===== src/dpfm_pkg.sv =====
// Constants, field layout and carrier types for the dual pin function mux.
// Assumes one core clock domain; register access port is supplied by the
// device's own register interface (address, write strobe, data).
//
// Functional notes
// - Code 0 disables pin, buffers off
// - Code 1: pin feeds internal input mux
// - Code 3: pin drives own level bit
// - Code 4: pin drives shared bit-bang level
// - Code 5: pin drives PDM clock
// - Code 6: clock output; pin A PDM
// - Codes 7-10: interrupt lines, pin A variant
// - Code 12: primary frame clock out
// - Code 13: primary bit clock out
// - Codes 16-18,21,27-29: audio port outputs
// - Reset: selector 1, level 0, RW
package dpfm_pkg;

    // ========================================================================
    // Register map
    // ========================================================================
    localparam logic [7:0] DPFM_BIT_CLOCK_PIN_FUNCTION_OFS  = 8'h3D;
    localparam logic [7:0] DPFM_WORD_CLOCK_PIN_FUNCTION_OFS = 8'h3E;
    localparam logic [7:0] DPFM_PIN_FUNCTION_RESET          = 8'h01;

    // ========================================================================
    // Field layout
    // ========================================================================
    localparam int DPFM_SEL_LSB   = 0;
    localparam int DPFM_SEL_W     = 5;
    localparam int DPFM_LEVEL_BIT = 6;

    // ========================================================================
    // Selector codes
    // ========================================================================
    typedef enum logic [4:0] {
        DPFM_SEL_OFF        = 5'h00,
        DPFM_SEL_INPUT      = 5'h01,
        DPFM_SEL_LEVEL      = 5'h03,
        DPFM_SEL_BITBANG    = 5'h04,
        DPFM_SEL_PDM_CLK    = 5'h05,
        DPFM_SEL_CLK_OUT    = 5'h06,
        DPFM_SEL_IRQ1       = 5'h07,
        DPFM_SEL_IRQ2       = 5'h08,
        DPFM_SEL_IRQ3       = 5'h09,
        DPFM_SEL_IRQ4       = 5'h0A,
        DPFM_SEL_PRI_FRAME  = 5'h0C,
        DPFM_SEL_PRI_BIT    = 5'h0D,
        DPFM_SEL_PRI_DATA   = 5'h10,
        DPFM_SEL_PRI_FRAME2 = 5'h11,
        DPFM_SEL_SEC_BIT    = 5'h12,
        DPFM_SEL_SEC_DATA   = 5'h15,
        DPFM_SEL_MRG_FRAME  = 5'h1B,
        DPFM_SEL_MRG_BIT    = 5'h1C,
        DPFM_SEL_MRG_DATA   = 5'h1D
    } dpfm_sel_t;

    // ========================================================================
    // Internal signal sources that can be routed to a pin
    // ========================================================================
    typedef struct packed {
        logic shared_bitbang_level;
        logic pdm_clock;
        logic general_clock_output;
        logic irq_line_one;
        logic irq_line_two;
        logic irq_line_three;
        logic irq_line_four;
        logic primary_audio_frame_clock_out;
        logic primary_audio_bit_clock_out;
        logic primary_audio_data_out;
        logic secondary_audio_bit_clock_out;
        logic secondary_audio_data_out;
        logic merged_audio_frame_clock_out;
        logic merged_audio_bit_clock_out;
        logic merged_audio_data_out;
    } dpfm_src_t;

    // Pin drive state: output, output enable, input buffer enable
    typedef struct packed {
        logic out;
        logic oe;
        logic ie;
    } dpfm_drive_t;

endpackage : dpfm_pkg


===== src/dpfm_pin_sel.sv =====
// One pin's function decoder: maps selector and level bits to a pin drive.
// Assumes source signals are synchronous to the core clock.
`timescale 1ns/1ps
module dpfm_pin_sel
    import dpfm_pkg::*;
#(
    parameter bit BIT_CLOCK_VARIANT = 1'b0
) (
    input  wire logic [7:0]  cfg_i,
    input  wire dpfm_src_t   src_i,
    output dpfm_drive_t      drive_o
);

    // ========================================================================
    // Decode
    // ========================================================================
    logic [DPFM_SEL_W-1:0] sel;
    logic                  lvl;
    assign sel = cfg_i[DPFM_SEL_LSB +: DPFM_SEL_W];
    assign lvl = cfg_i[DPFM_LEVEL_BIT];

    // Default off: reserved codes fall through here
    always_comb begin
        drive_o = '0;
        case (sel)
            DPFM_SEL_INPUT:      drive_o.ie = 1'b1;
            DPFM_SEL_LEVEL:      drive_o = '{out: lvl, oe: 1'b1, ie: 1'b0};
            DPFM_SEL_BITBANG:    drive_o = '{out: src_i.shared_bitbang_level,
                                             oe: 1'b1, ie: 1'b0};
            DPFM_SEL_PDM_CLK:    drive_o = '{out: src_i.pdm_clock, oe: 1'b1, ie: 1'b0};
            DPFM_SEL_CLK_OUT:    drive_o = '{out: BIT_CLOCK_VARIANT ? src_i.pdm_clock
                                             : src_i.general_clock_output,
                                             oe: 1'b1, ie: 1'b0};
            DPFM_SEL_IRQ1:       drive_o = '{out: src_i.irq_line_one, oe: 1'b1, ie: 1'b0};
            DPFM_SEL_IRQ2:       drive_o = '{out: src_i.irq_line_two, oe: 1'b1, ie: 1'b0};
            DPFM_SEL_IRQ3:       drive_o = '{out: BIT_CLOCK_VARIANT ? src_i.irq_line_two
                                             : src_i.irq_line_three,
                                             oe: 1'b1, ie: 1'b0};
            DPFM_SEL_IRQ4:       drive_o = '{out: BIT_CLOCK_VARIANT ? src_i.irq_line_three
                                             : src_i.irq_line_four,
                                             oe: 1'b1, ie: 1'b0};
            DPFM_SEL_PRI_FRAME,
            DPFM_SEL_PRI_FRAME2: drive_o = '{out: src_i.primary_audio_frame_clock_out,
                                             oe: 1'b1, ie: 1'b0};
            DPFM_SEL_PRI_BIT:    drive_o = '{out: src_i.primary_audio_bit_clock_out,
                                             oe: 1'b1, ie: 1'b0};
            DPFM_SEL_PRI_DATA:   drive_o = '{out: src_i.primary_audio_data_out,
                                             oe: 1'b1, ie: 1'b0};
            DPFM_SEL_SEC_BIT:    drive_o = '{out: src_i.secondary_audio_bit_clock_out,
                                             oe: 1'b1, ie: 1'b0};
            DPFM_SEL_SEC_DATA:   drive_o = '{out: src_i.secondary_audio_data_out,
                                             oe: 1'b1, ie: 1'b0};
            DPFM_SEL_MRG_FRAME:  drive_o = '{out: src_i.merged_audio_frame_clock_out,
                                             oe: 1'b1, ie: 1'b0};
            DPFM_SEL_MRG_BIT:    drive_o = '{out: src_i.merged_audio_bit_clock_out,
                                             oe: 1'b1, ie: 1'b0};
            DPFM_SEL_MRG_DATA:   drive_o = '{out: src_i.merged_audio_data_out,
                                             oe: 1'b1, ie: 1'b0};
            default:             drive_o = '0;
        endcase
    end

endmodule : dpfm_pin_sel


===== src/dpfm_top.sv =====
// Dual pin function multiplexer: two 8-bit function registers and the pin
// drivers for the bit-clock-shared pin (pin A) and word-clock-shared pin (B).
// Assumes a simple synchronous register port from the device's control
// interface and that all sources are synchronous to core_clk_i.
`timescale 1ns/1ps
module dpfm_top
    import dpfm_pkg::*;
(
    input  wire logic        core_clk_i,
    input  wire logic        resetn_i,
    // Register port
    input  wire logic [7:0]  reg_addr_i,
    input  wire logic        reg_wr_i,
    input  wire logic [7:0]  reg_wdata_i,
    output logic      [7:0]  reg_rdata_o,
    // Internal sources
    input  wire dpfm_src_t   src_i,
    // Bit-clock-shared pin
    input  wire logic        bit_clock_shared_pin_i,
    output logic             bit_clock_shared_pin_o,
    output logic             bit_clock_shared_pin_oe_o,
    output logic             bit_clock_shared_pin_ie_o,
    output logic             pin_a_input_mux_o,
    // Word-clock-shared pin
    input  wire logic        word_clock_shared_pin_i,
    output logic             word_clock_shared_pin_o,
    output logic             word_clock_shared_pin_oe_o,
    output logic             word_clock_shared_pin_ie_o,
    output logic             pin_b_input_mux_o
);

    // ========================================================================
    // Function registers
    // ========================================================================
    logic [7:0] bit_clock_pin_function_r;
    logic [7:0] word_clock_pin_function_r;

    // All eight bits read/write, reset to input mode
    always_ff @(posedge core_clk_i or negedge resetn_i) begin
        if (!resetn_i) begin
            bit_clock_pin_function_r  <= DPFM_PIN_FUNCTION_RESET;
            word_clock_pin_function_r <= DPFM_PIN_FUNCTION_RESET;
        end else if (reg_wr_i) begin
            if (reg_addr_i == DPFM_BIT_CLOCK_PIN_FUNCTION_OFS) begin
                bit_clock_pin_function_r <= reg_wdata_i;
            end else if (reg_addr_i == DPFM_WORD_CLOCK_PIN_FUNCTION_OFS) begin
                word_clock_pin_function_r <= reg_wdata_i;
            end
        end
    end

    // ========================================================================
    // Read data, registered; unmapped offsets read zero
    // ========================================================================
    always_ff @(posedge core_clk_i or negedge resetn_i) begin
        if (!resetn_i) begin
            reg_rdata_o <= 8'h00;
        end else if (reg_addr_i == DPFM_BIT_CLOCK_PIN_FUNCTION_OFS) begin
            reg_rdata_o <= bit_clock_pin_function_r;
        end else if (reg_addr_i == DPFM_WORD_CLOCK_PIN_FUNCTION_OFS) begin
            reg_rdata_o <= word_clock_pin_function_r;
        end else begin
            reg_rdata_o <= 8'h00;
        end
    end

    // ========================================================================
    // Per-pin decode
    // ========================================================================
    dpfm_drive_t drive_a;
    dpfm_drive_t drive_b;

    dpfm_pin_sel #(.BIT_CLOCK_VARIANT(1'b1)) u_pin_a (
        .cfg_i   (bit_clock_pin_function_r),
        .src_i   (src_i),
        .drive_o (drive_a)
    );

    dpfm_pin_sel #(.BIT_CLOCK_VARIANT(1'b0)) u_pin_b (
        .cfg_i   (word_clock_pin_function_r),
        .src_i   (src_i),
        .drive_o (drive_b)
    );

    // ========================================================================
    // Registered pin drivers; one cycle of latency keeps outputs glitch free
    // ========================================================================
    always_ff @(posedge core_clk_i or negedge resetn_i) begin
        if (!resetn_i) begin
            bit_clock_shared_pin_o    <= 1'b0;
            bit_clock_shared_pin_oe_o <= 1'b0;
            bit_clock_shared_pin_ie_o <= 1'b1;   // Reset state is input mode
        end else begin
            bit_clock_shared_pin_o    <= drive_a.out & drive_a.oe;
            bit_clock_shared_pin_oe_o <= drive_a.oe;
            bit_clock_shared_pin_ie_o <= drive_a.ie;
        end
    end

    always_ff @(posedge core_clk_i or negedge resetn_i) begin
        if (!resetn_i) begin
            word_clock_shared_pin_o    <= 1'b0;
            word_clock_shared_pin_oe_o <= 1'b0;
            word_clock_shared_pin_ie_o <= 1'b1;
        end else begin
            word_clock_shared_pin_o    <= drive_b.out & drive_b.oe;
            word_clock_shared_pin_oe_o <= drive_b.oe;
            word_clock_shared_pin_ie_o <= drive_b.ie;
        end
    end

    // Input level to the input mux; held low while the input buffer is off
    always_ff @(posedge core_clk_i or negedge resetn_i) begin
        if (!resetn_i) begin
            pin_a_input_mux_o <= 1'b0;
            pin_b_input_mux_o <= 1'b0;
        end else begin
            pin_a_input_mux_o <= bit_clock_shared_pin_i & drive_a.ie;
            pin_b_input_mux_o <= word_clock_shared_pin_i & drive_b.ie;
        end
    end

endmodule : dpfm_top


===== config.mk =====
export PLATFORM = sky130hd
export DESIGN_NAME = dpfm_top
export DESIGN_NICKNAME = d
export VERILOG_FILES = /design/src/dpfm_pkg.sv /design/src/dpfm_pin_sel.sv /design/src/dpfm_top.sv
export SDC_FILE = /design/constraint.sdc
export NUM_CORES = 1
export LEC_CHECK = 0
export ABC_AREA = 1
export ABC_CLOCK_PERIOD_IN_PS = 3500
export BUFFER_PORTS_ARGS = -buffer_cell sky130_fd_sc_hd__clkbuf_2
export CORE_ASPECT_RATIO = 2
export CORE_MARGIN = 2
export CORE_UTILIZATION = 56
export DETAILED_ROUTE_END_ITERATION = 8
export HOLD_SLACK_MARGIN = 0.03
export MAX_ROUTING_LAYER = met4
export PLACE_DENSITY = 0.85
export SYNTH_ARGS = -nofsm -noshare
export SYNTH_HDL_FRONTEND = slang
export SYNTH_SLANG_ARGS = --single-unit

===== constraint.sdc =====
create_clock -name core_clk_i -period 3.5 [get_ports core_clk_i]
set_input_delay 0.7 -clock core_clk_i [delete_from_list [all_inputs] [get_ports core_clk_i]]
set_output_delay 0.7 -clock core_clk_i [all_outputs]
set_load 0.02 [all_outputs]

==> Yosys cells after proc, flatten, opt, wreduce, memory -nomap -nowiden <==
Index checks and enable logic that the tools add are counted.
{ "word_totals": {"regBits": 32, "latch_bits": 0, "mem_bits_rw": 0, "romBits": 0, "out_inout_bits": 16, "elab_cells": 66, "n_memories": 0} }
{ "op_classes": {"n_addsub": 0, "multipliers": 0, "n_div": 0, "magnitude_cmp": 0, "eq_ne": 38, "n_shift": 0, "muxes": 6, "n_bitwise": 5, "n_reduce_logical": 6} }
{ "ops": {"columns": ["op", "n"], "rows": [
  ["5-bit == test (second input constant)", 14],
  ["5-bit by 4-bit == test with 1-bit output (second input constant)", 10],
  ["5-bit by 3-bit == test with 1-bit output (second input constant)", 8],
  ["2-bit case mux with 16 select lines", 1],
  ["2-bit case mux with 14 select lines", 1],
  ["8-bit by 6-bit == test with 1-bit output (second input constant)", 2],
  ["8-bit two-way mux", 2],
  ["5-bit by 1-bit == test with 1-bit output (second input constant)", 2],
  ["5-bit by 2-bit == test with 1-bit output (second input constant)", 2],
  ["2-bit OR reduction", 4],
  ["1-bit AND", 4],
  ["3-bit AND reduction", 1],
  ["1-bit two-way mux", 2],
  ["2-bit AND reduction", 1],
  ["1-bit NOT", 1]
]} }

==> Longest topological paths before layout <==
Gate-level depths: netlist (run 1).
{ "depth": {"depth_word": 4, "depth_mapped": 9, "ltp_nobuf": 8} }

==> Cells and area by module <==
From an unflattened synthesis (run 1), not the netlist that was laid out.
{ "unflattened": {"hier_cells": 291, "hier_area_um2": 2082.0} }
{ "modules_own_cells": {"columns": ["module", "instances", "cells_each", "area_per_inst_um2", "seq_area_each_um2"], "rows": [
  ["dpfm_top", 1, 133, 1348.8, 805.8],
  ["dpfm_pin_sel at u_pin_b", 1, 82, 405.4, 0.0],
  ["dpfm_pin_sel at u_pin_a", 1, 76, 327.8, 0.0]
]} }

==> Least setup slack after synthesis (run 1) <==
Ideal clock, no wire load.
{ "synth_timing": {"path_kind": "input-to-reg", "start": "input port reg_addr_i[1]", "end": "register word_clock_pin_function_r[6]", "arrival_ns": 1.453, "slack_ns": 1.929, "cell_stages": 6, "cell_sequence": "inv_2 > nor3_4 > nand3_4 > buf_6 > nand2_2 > o21ai_2"} }
{ "synth_via": {"elab_chain_len": 3, "word_cells_on_any_way": 4, "cone_classes": "eq/ne (2); bitwise (1); reduce/logical (1)"} }
{ "synth_lines": {"columns": ["element", "line_no", "rtl"], "rows": [
  ["start, declared", "dpfm_top.sv:12", "input wire logic [7:0] reg_addr_i,"],
  ["8-bit by 6-bit == test with 1-bit output", "dpfm_top.sv:44", "if (reg_addr_i == DPFM_BIT_CLOCK_PIN_FUNCTION_OFS) begin"],
  ["1-bit NOT (no source line)", null, null],
  ["3-bit AND reduction (no source line) *", null, null],
  ["end signal, assigned", "dpfm_top.sv:47", "word_clock_pin_function_r <= reg_wdata_i;"],
  ["end, declared", "dpfm_top.sv:36", "logic [7:0] word_clock_pin_function_r;"]
]} }
Mark *: on every way between the ends. The rest lies on a longest branch, timed or not.
A chain may end at the register's enable or synchronous reset.

==> Worst setup path after layout (run 1) <==
{ "layout_timing": {"start": "input port reg_addr_i[7]", "end": "register bit_clock_pin_function_r[6]"} }
{ "layout_via": {"elab_chain_len": 2} }
{ "layout_lines": {"columns": ["element", "line_no", "rtl"], "rows": [
  ["8-bit by 6-bit == test with 1-bit output", "dpfm_top.sv:44", null],
  ["2-bit AND reduction (no source line)", null, null],
  ["end signal, assigned", "dpfm_top.sv:45", "bit_clock_pin_function_r <= reg_wdata_i;"],
  ["end, declared", "dpfm_top.sv:35", "logic [7:0] bit_clock_pin_function_r;"]
]} }
No other way between the ends.

==> reports/metrics.cfg, run 1 <==
[worst_setup_path]
cp-end-kind = flop
cp_data_required_time_ns = 3.67
cp_max_fo = 16
crit_type = in2reg
worstPathArrival_ns = 2.03
critPathLaunchType = primary input

[synth]
synth_cells = 257
synth_most_common_cell = nand2_1
ys_async_sr_fraction_pct = 100.0
avgSynthCellArea_um2 = 7.434
synth.distinct_cells = 24
synth-seq-cells = 32
ys.flop_type = dfrtp_1
synth-edff-count = 0
yosysTopAreaCellShare_pct = 36.67
yosysSeqAreaShare_pct = 42.17
syn-cell-area_mm2 = 0.001911
synth_area_leaders = dfrtp_1 (37%), nand2_1 (15%), nand3_1 (7.6%), o21ai_2 (7.3%), nor2_1 (6.5%)
yosys.area.top_type = dfrtp_1
yosysWarnings = 0
synthTopCellsByCount = nand2_1 (77), nor2_1 (33), nand3_1 (29)
syn_nets = 293

[clock_tree]
clockBufferDepth = 2
hold_buffers = 0
worstSkewPairLatency_ns = 0.29
post_cts_buffers = 0
cts_buffers = 5
clock_sink_count = 32
htreeDepth = 2
cts_root_buffer = clkbuf_8
ctsResizeCount = 0
clk_pin_slew_ns = 0.07
cts_tree = yes

[sta]
rsz0062_at_grt = no
hold_viol = 0
period_share_pct = 53.01
setup_tns_ns = 0
worst_hold_slack_ns = 0.4741
fin_crit_ns = 1.855
max_freq_mhz = 538.9
slew_headroom_pct = 48.90
slew_violations = 0
worstMarginPinSlew_ns = 0.7665
final.setup_skew_ns = 0.003971
setup_viol = 0

[drt]
drtAntennaViolNets = 0
dr.pass1.iters = 5
drc = 0
wire_per_inst_um = 12.93
drtIter0Drc = 41
num_vias = 1832
wl_um = 4408
viasPerCell = 5.372

[place]
dp_hpwl_um = 3560
gp_congestion = 0.9280
port_buffers = 51
dpl_cell_area_mm2 = 0.002152

[final_layout]
nNetsFinal = 344
diodes = 0
drive_above_1_share_pct = 29.45
fin_util_pct = 67.75
syn2layout_area_growth_pct = 18.47
fillers = 317
postLayoutCellArea_mm2 = 0.002263

[grt]
grt_usage_pct = 26.75
antenna_found_initial = 0
grt_pass1_vias = 1778
grt_pass1_wl_um = 7383
globalRouteOverflowTotal = 0
grt_max_degree = 33

[outcome]
outcome = complete, no violations

[power_and_ir_drop]
irDropWorstVdd_mv = 0.3398
power.total_mw = 0.8651
pwr_density_cell_mw_per_mm2 = 382.2
p_leak_nw = 1.229

[floorplanning]
placementRows = 30
initial_core_util_pct = 57.19
core_area_mm2 = 0.003341
dieArea_mm2 = 0.003923
ioPinCount = 52
die_w_um = 45.30
die_y_um = 86.61

[run]
drv_cap = 0

[min_path]
holdCritPathClass = in2async

==> routing by layer <==
metal  routed length, µm  share of wire [%]  global-route usage, %
met1                1514                 34                  25.17
met4                 152                3.4                  13.64
met3                 172                3.9                  5.000
met5                   0                  0                      -
met2                2568                 58                  48.18
==> worst max-delay path, cell delays in order <==
cell      delay, ns
clkbuf_2       0.10
nor3_4         0.49
nand3_2        0.45
nand2_1        0.22
o21ai_2        0.07
==> cells by family after synthesis <==
kind of cell	Yosys count	share of synthesized area, %
buffers and inverters	35	8.317
DFF	32	42.17
AOI/OAI and AO/OA	26	9.954
and+or+nand+nor	164	39.55
==> cell usage in the layout, fill, tap and decap left out, types with 5 or more instances in the layout <==
cell | synthesis | routed
nand2_1 | 77 | 77
clkbuf_2 | 0 | 51
nor2_1 | 33 | 33
nand3_1 | 29 | 29
dfrtp_1 | 28 | 28
inv_1 | 27 | 27
o21ai_2 | 16 | 16
o21ai_0 | 7 | 7
nor3_1 | 5 | 5
clkbuf_8 | 0 | 5
==> power by group <==
group | switching [mW] | total [mW] | internal (mW)
clock network | 0.138 | 0.348 | 0.210
logic | 0.0720 | 0.113 | 0.0413
registers | 0.0162 | 0.403 | 0.387
total | 0.226 | 0.865 | 0.639
==> registers in the layout, indices dropped and copies added (netlist names) <==
| signal | count |
|---|---|
| word_clock_shared_pin_o | 1 |
| word_clock_shared_pin_oe_o | 1 |
| word_clock_shared_pin_ie_o | 1 |
| bit_clock_shared_pin_oe_o | 1 |
| pin_a_input_mux_o | 1 |
| word_clock_pin_function_r | 8 |
| reg_rdata_o | 8 |
| bit_clock_pin_function_r | 8 |
| bit_clock_shared_pin_o | 1 |
| pin_b_input_mux_o | 1 |
| bit_clock_shared_pin_ie_o | 1 |
==> final timing paths <==
kind,from,endpoint,slack (ns),cells past startpoint
hold / removal,resetn_i,pin_b_input_mux_o$_DFF_PN0_,0.47,1
setup / recovery,reg_addr_i[7],bit_clock_pin_function_r[6]$_DFFE_PN0P_,1.64,5
max in group asynchronous,resetn_i,word_clock_pin_function_r[3]$_DFFE_PN0P_,2.54,1
setup reg to reg,word_clock_pin_function_r[4]$_DFFE_PN0P_,word_clock_shared_pin_oe_o$_DFF_PN0_,1.99,6
min in group core_clk_i,bit_clock_pin_function_r[7]$_DFFE_PN0P_,bit_clock_pin_function_r[7]$_DFFE_PN0P_,0.49,2
hold reg to reg,bit_clock_pin_function_r[7]$_DFFE_PN0P_,bit_clock_pin_function_r[7]$_DFFE_PN0P_,0.49,2
==> through the flow <==
stage,cells,setup slack (ns)
2_1_floorplan,257,1.929
3_3_place_gp,333,1.441
3_5_place_dp,333,1.375
4_1_cts,341,1.646
5_1_grt,341,1.485
6_report,341,1.645
==> layout make-up <==
| type | instances | area (µm²) | share of cell area, % |
|---|---|---|---|
| inverter | 28 | 105.1 | 4.643 |
| timing repair buffer | 51 | 255.2 | 11.28 |
| sequential | 32 | 805.8 | 35.60 |
| tap | 32 | 40.04 | 1.769 |
| clock inverter | 3 | 42.54 | 1.879 |
| clock buffer | 5 | 68.82 | 3.040 |
| multi-input combinational | 190 | 945.9 | 41.79 |
(Power assumes the default switching activity.)
==> run 2, diff against run 1 <==
--- a/config.mk
+++ b/config.mk
@@ -6,15 +6,15 @@
 export NUM_CORES = 1
 export LEC_CHECK = 0
 export ABC_AREA = 1
-export ABC_CLOCK_PERIOD_IN_PS = 3500
+export ABC_CLOCK_PERIOD_IN_PS = 1800
 export BUFFER_PORTS_ARGS = -buffer_cell sky130_fd_sc_hd__clkbuf_2
 export CORE_ASPECT_RATIO = 2
 export CORE_MARGIN = 2
-export CORE_UTILIZATION = 56
+export CORE_UTILIZATION = 52
 export DETAILED_ROUTE_END_ITERATION = 8
 export HOLD_SLACK_MARGIN = 0.03
 export MAX_ROUTING_LAYER = met4
-export PLACE_DENSITY = 0.85
+export PLACE_DENSITY = 0.8
 export SYNTH_ARGS = -nofsm -noshare
 export SYNTH_HDL_FRONTEND = slang
 export SYNTH_SLANG_ARGS = --single-unit
==> constraint.sdc (replaced) <==
create_clock -name core_clk_i -period 1.8 [get_ports core_clk_i]
set_input_delay 0.36 -clock core_clk_i [delete_from_list [all_inputs] [get_ports core_clk_i]]
set_output_delay 0.36 -clock core_clk_i [all_outputs]
set_load 0.02 [all_outputs]
==> reports/metrics.cfg, run 2 (synthesized netlist as in run 1, its figures left out) <==
[outcome]
outcome = complete, no violations

[clock_tree]
clockBufferDepth = 2
htreeDepth = 2
clock_sink_count = 32
cts_root_buffer = clkbuf_8
worstSkewPairLatency_ns = 0.29
cts_tree = yes
post_cts_buffers = 0
clk_pin_slew_ns = 0.07
ctsResizeCount = 0
hold_buffers = 0
cts_buffers = 5

[final_layout]
instances_no_fill = 362
drive_above_1_share_pct = 30.35
reg.largest.list = bit_clock_pin_function_r x8, reg_rdata_o x8, word_clock_pin_function_r x8
final_cell_mix = nand2_1 (77), clkbuf_2 (51), nor2_1 (33)
nNetsFinal = 348
postLayoutCellArea_mm2 = 0.002315
syn2layout_area_growth_pct = 21.15
final_common_cell = nand2_1
diodes = 0

[worst_setup_path]
critPathLaunchType = flop
crit_type = reg2reg
rr_startpoint = word_clock_pin_function_r[1]$_DFFE_PN0P_
cp_max_fo = 9
worstReg2RegEnd = word_clock_shared_pin_oe_o$_DFF_PN0_
worstPathArrival_ns = 1.62
worst-r2r-setup-slack_ns = 0.40
cp-end-kind = flop
r2r_cells = 5
cp_data_required_time_ns = 2.02

[drt]
viasPerCell = 5.044
wire_per_inst_um = 12.07
num_vias = 1826
dr.pass1.iters = 4
drtAntennaViolNets = 0
drtIter0Drc = 47
drc = 0
wl_um = 4370

[grt]
antenna_found_initial = 0
grt_max_degree = 33
grt_pass1_wl_um = 7314
grt_pass1_vias = 1703
globalRouteOverflowTotal = 0
grt_usage_pct = 24.64

[place]
gp_congestion = 0.9036
dp_cells = 354
dp_hpwl_um = 3574
dpl_cell_area_mm2 = 0.002203
dp_slack_ns = 0.3118
port_buffers = 51

[sta]
worstMarginPinSlew_ns = 0.3880
slew_headroom_pct = 74.14
fin_crit_ns = 1.399
period_share_pct = 77.75
final.setup_skew_ns = 0.005706
setup_slack_ns = 0.4005
max_freq_mhz = 714.6
rsz0062_at_grt = no
hold_viol = 0
setup_viol = 0
setup_tns_ns = 0
slew_violations = 0

[floorplanning]
dieArea_mm2 = 0.004204
die_y_um = 89.72
ioPinCount = 52
initial_core_util_pct = 53.54
die_w_um = 46.86
placementRows = 31
core_area_mm2 = 0.003568

[min_path]
holdCritPathClass = in2async

[run]
drv_cap = 0

[power_and_ir_drop]
switching_share_pct = 25.77
power.total_mw = 1.679
power_frac_comb_pct = 13.5
irDropWorstVdd_mv = 0.7180
p_switching_mw = 0.4325
internal-power_mw = 1.246
p_leak_nw = 1.250
pwr_density_cell_mw_per_mm2 = 725.2
power_frac_seq_pct = 46.6
pwr-share-clk_pct = 39.9

[run 2: cell types whose count changed in the layout (fill, tap and decap cells not counted)]
cell	before	now
buf_4	0	4
[run 2: cell type report]
cell class / instances / area [µm²]
clock buffers: 5 / 68.82
clock inverters: 3 / 42.54
fillers: 345 / 1254
inverters: 28 / 105.1
multi-input cells: 190 / 945.9
flip-flops and latches: 32 / 805.8
well taps: 49 / 61.31
repair buffers: 55 / 285.3
[run 2: worst max-delay path by stage]
stage | startpoint | endpoint | slack, ns | cells past startpoint
2_1_floorplan | reg_addr_i[1] | word_clock_pin_function_r[6]$_DFFE_PN0P_ | 0.57 | 6
3_3_place_gp | reg_addr_i[1] | bit_clock_pin_function_r[4]$_DFFE_PN0P_ | 0.34 | 7
3_5_place_dp | reg_addr_i[1] | bit_clock_pin_function_r[1]$_DFFE_PN0P_ | 0.31 | 7
4_1_cts | word_clock_pin_function_r[1]$_DFFE_PN0P_ | word_clock_shared_pin_oe_o$_DFF_PN0_ | 0.39 | 5
5_1_grt | word_clock_pin_function_r[0]$_DFFE_PN1P_ | word_clock_shared_pin_o$_DFF_PN0_ | 0.22 | 8
6_report | word_clock_pin_function_r[1]$_DFFE_PN0P_ | word_clock_shared_pin_oe_o$_DFF_PN0_ | 0.40 | 5
[run 2: worst max-delay path, stage by stage (launching register included)]
cell      delay [ns]
dfrtp_1         0.50
nor2_1          0.34
nand3_1         0.16
and2_1          0.18
nand2_1         0.05
nand3b_1        0.10
[run 2: power groups by stage]
stage          Combinational, mW  Sequential [mW]  Clock [mW]
6_report                   0.226            0.782       0.670
5_1_grt                    0.257            0.785       0.724
4_1_cts                    0.230            0.781       0.681
3_5_place_dp               0.229            0.794           0
3_3_place_gp               0.226            0.793           0
2_1_floorplan              0.123            0.799           0
[run 2: stage by stage]
stage	utilization, %	hold slack, ns
final	64.87	0.07290
after global routing	64.87	0.1112
after CTS	64.87	0.08899
after detailed placement	61.75	0.3957
after global placement	61.75	0.3929
after floorplan	-	0.06441
[run 2: layer usage]
layer  global-route usage [%]  vias up  routed length [µm]  share of wire, %
met3                    5.221       17                 186               4.3
met4                    13.66        0                 180               4.1
met5                        -        -                   0                 0
li1                         -      930                   -                 -
met1                    25.17      826                1528                35
met2                    40.64       53                2474                57
==> run 3, diff against run 2 <==
--- a/config.mk
+++ b/config.mk
@@ -5,12 +5,12 @@
 export SDC_FILE = /design/constraint.sdc
 export NUM_CORES = 1
 export LEC_CHECK = 0
-export ABC_AREA = 1
-export ABC_CLOCK_PERIOD_IN_PS = 1800
+export ABC_AREA = 0
+export ABC_CLOCK_PERIOD_IN_PS = 1300
 export BUFFER_PORTS_ARGS = -buffer_cell sky130_fd_sc_hd__clkbuf_2
 export CORE_ASPECT_RATIO = 2
 export CORE_MARGIN = 2
-export CORE_UTILIZATION = 52
+export CORE_UTILIZATION = 51
 export DETAILED_ROUTE_END_ITERATION = 8
 export HOLD_SLACK_MARGIN = 0.03
 export MAX_ROUTING_LAYER = met4
==> constraint.sdc (replaced) <==
create_clock -name core_clk_i -period 1.3 [get_ports core_clk_i]
set_input_delay 0.26 -clock core_clk_i [delete_from_list [all_inputs] [get_ports core_clk_i]]
set_output_delay 0.26 -clock core_clk_i [all_outputs]
set_load 0.02 [all_outputs]
==> reports/metrics.cfg, run 3 <==
[outcome]
outcome = complete, but fails checks
violations = negative setup slack

[clock_tree]
cts_root_buffer = clkbuf_8
clockBufferDepth = 2
worstSkewPairLatency_ns = 0.28
htreeDepth = 2
cts_tree = yes
cts_buffers = 5
clock_sink_count = 32
clk_pin_slew_ns = 0.06

[drt]
met2_length_um = 2774
wl_um = 4809
num_vias = 1592
viasPerCell = 5.985
drc = 0
wl_met3_um = 186
dr.pass1.iters = 4
wl_met1_um = 1614
dr.max_layer_used = met4
drtIter0Drc = 45
wire_per_inst_um = 18.08
drtAntennaViolNets = 0

[floorplanning]
ioPinCount = 52
die_w_um = 45.10
initial_core_util_pct = 53.96
dieArea_mm2 = 0.003887
core_area_mm2 = 0.003193
die_y_um = 86.20
placementRows = 29

[sta]
setup_slack_ns = -0.2409
final.setup_skew_ns = 0.003087
slew_violations = 0
hold_viol = 0
worst_hold_slack_ns = 0.1912
setup_tns_ns = -0.5578
slew_headroom_pct = 72.38
setup_viol = 3
max_freq_mhz = 649.0
rsz0062_at_grt = yes
fin_crit_ns = 1.541
period_share_pct = 118.5
worstMarginPinSlew_ns = 0.4143

[place]
port_buffers = 51
dp_hpwl_um = 3463
gp_congestion = 0.8694

[worst_setup_path]
cp_max_fo = 7
worstPathArrival_ns = 1.70
critPathLaunchType = flop
cp_data_required_time_ns = 1.46
crit_type = reg2reg
cp-end-kind = flop

[synth]
synth_cells = 152
syn-cell-area_mm2 = 0.001723
yosysTopAreaCellShare_pct = 40.67
yosysSeqAreaShare_pct = 46.77
syn_nets = 188
yosys.area.top_type = dfrtp_1
synthTopCellsByCount = dfrtp_1 (28), mux2_2 (17), nand2_1 (10)
synth_area_leaders = dfrtp_1 (41%), mux2_2 (11%), dfstp_2 (6.1%), a22o_2 (4.6%), mux2i_1 (4.6%)
ys_async_sr_fraction_pct = 100.0
avgSynthCellArea_um2 = 11.33
ys.flop_type = dfrtp_1
synth-seq-cells = 32
synth.distinct_cells = 38
synth_most_common_cell = dfrtp_1
synth-edff-count = 0
yosysWarnings = 0

[final_layout]
fillers = 219
drive_above_1_share_pct = 58.72
final_cell_mix = clkbuf_2 (50), buf_4 (28), dfrtp_1 (26)
nNetsFinal = 270
reg.largest.list = bit_clock_pin_function_r x8, reg_rdata_o x8, word_clock_pin_function_r x8
diodes = 0
final_common_cell = clkbuf_2
syn2layout_area_growth_pct = 42.05

[power_and_ir_drop]
irDropWorstVdd_mv = 1.262
pwr_density_cell_mw_per_mm2 = 984.7
power.total_mw = 2.410
p_leak_nw = 1.218

[run]
drv_cap = 0

[grt]
grt_max_degree = 33
grt_pass1_vias = 1645
antenna_found_initial = 0
grt_pass1_wl_um = 7541
grt_usage_pct = 27.53
globalRouteOverflowTotal = 0

[min_path]
holdCritPathClass = in2reg

-- run 3: cell count changes in the layout (fill, tap and decap cells not counted), sizes merged, moves of 15 or more --
cell | previous run | this run
nor2 | 36 | 5
inv | 28 | 3
buf | 4 | 33
nand2 | 80 | 10
o21ai | 23 | 8
nand3 | 31 | 4
mux2 | 0 | 17
-- run 3: worst paths after layout --
kind | to | depth (start not counted) | slack [ns] | start
max | word_clock_shared_pin_o$_DFF_PN0_ | 5 | -0.24 | word_clock_pin_function_r[0]$_DFFE_PN1P_
max reg2reg | word_clock_shared_pin_o$_DFF_PN0_ | 5 | -0.24 | word_clock_pin_function_r[0]$_DFFE_PN1P_
max in group asynchronous | word_clock_pin_function_r[0]$_DFFE_PN1P_ | 3 | 0.43 | resetn_i
min reg2reg | reg_rdata_o[5]$_DFF_PN0_ | 1 | 0.49 | word_clock_pin_function_r[5]$_DFFE_PN0P_
min in group asynchronous | bit_clock_shared_pin_oe_o$_DFF_PN0_ | 3 | 0.53 | resetn_i
min | pin_b_input_mux_o$_DFF_PN0_ | 2 | 0.19 | word_clock_shared_pin_i
-- run 3: routing by layer --
layer	global-route usage, %	up-vias
met5	-	-
met3	4.583	22
met2	47.14	61
met4	16.04	0
li1	-	736
met1	27.82	773
-- run 3: cell type report --
type / instances / area [µm²] / share of cell area (%)
clock buffers: 6 / 72.57 / 2.965
repair buffers: 85 / 540.5 / 22.09
clock inverters: 2 / 35.03 / 1.431
inverters: 3 / 11.26 / 0.4601
multi-input cells: 107 / 940.9 / 38.45
flip-flops and latches: 32 / 808.3 / 33.03
well taps: 31 / 38.79 / 1.585
-- run 3: logic make-up (layout without fill, tap and decap cells) --
logic type | count (synthesis) | after routing | synth area share [%]
simple gates | 46 | 46 | 17.87
mux | 26 | 26 | 17.07
flops | 32 | 32 | 46.77
compound gates | 35 | 35 | 15.32
buf+inv | 13 | 96 | 2.978
-- run 3: repair_timing --
action                     in CTS  in global routing
setup endpoints to repair       9                 21
gates resized for setup        10                 12
hold buffers                    1                  0
hold endpoints to repair       28                  0
pin swaps                       3                  6
setup buffers                   4                  7
-- run 3: stage by stage --
step / instance area, µm² / setup WS [ns] / utilization (%) / instances
finish: 2447 / -0.2409 / 76.65 / 266
global placement: 2155 / -0.2505 / 67.48 / 246
global route: 2447 / -0.2961 / 76.65 / 266
detailed placement: 2155 / -0.2942 / 67.48 / 246
CTS: 2331 / -0.1867 / 73.00 / 259
floorplan: 1754 / -0.1309 / - / 152
-- run 3: power by group --
part | internal, mW | total (mW) | switching [mW] | leakage [nW]
Sequential | 1.04 | 1.09 | 0.0471 | 0.425
Clock | 0.568 | 0.919 | 0.351 | 0.0552
Combinational | 0.204 | 0.400 | 0.197 | 0.738
Total | 1.81 | 2.41 | 0.595 | 1.22
-- run 3: critical path, stage by stage, from the launching register on --
cell	delay [ns]
dfstp_2	0.62
mux2i_1	0.21
o21ai_1	0.09
nand3b_1	0.13
o21ai_1	0.08
o32a_1	0.29
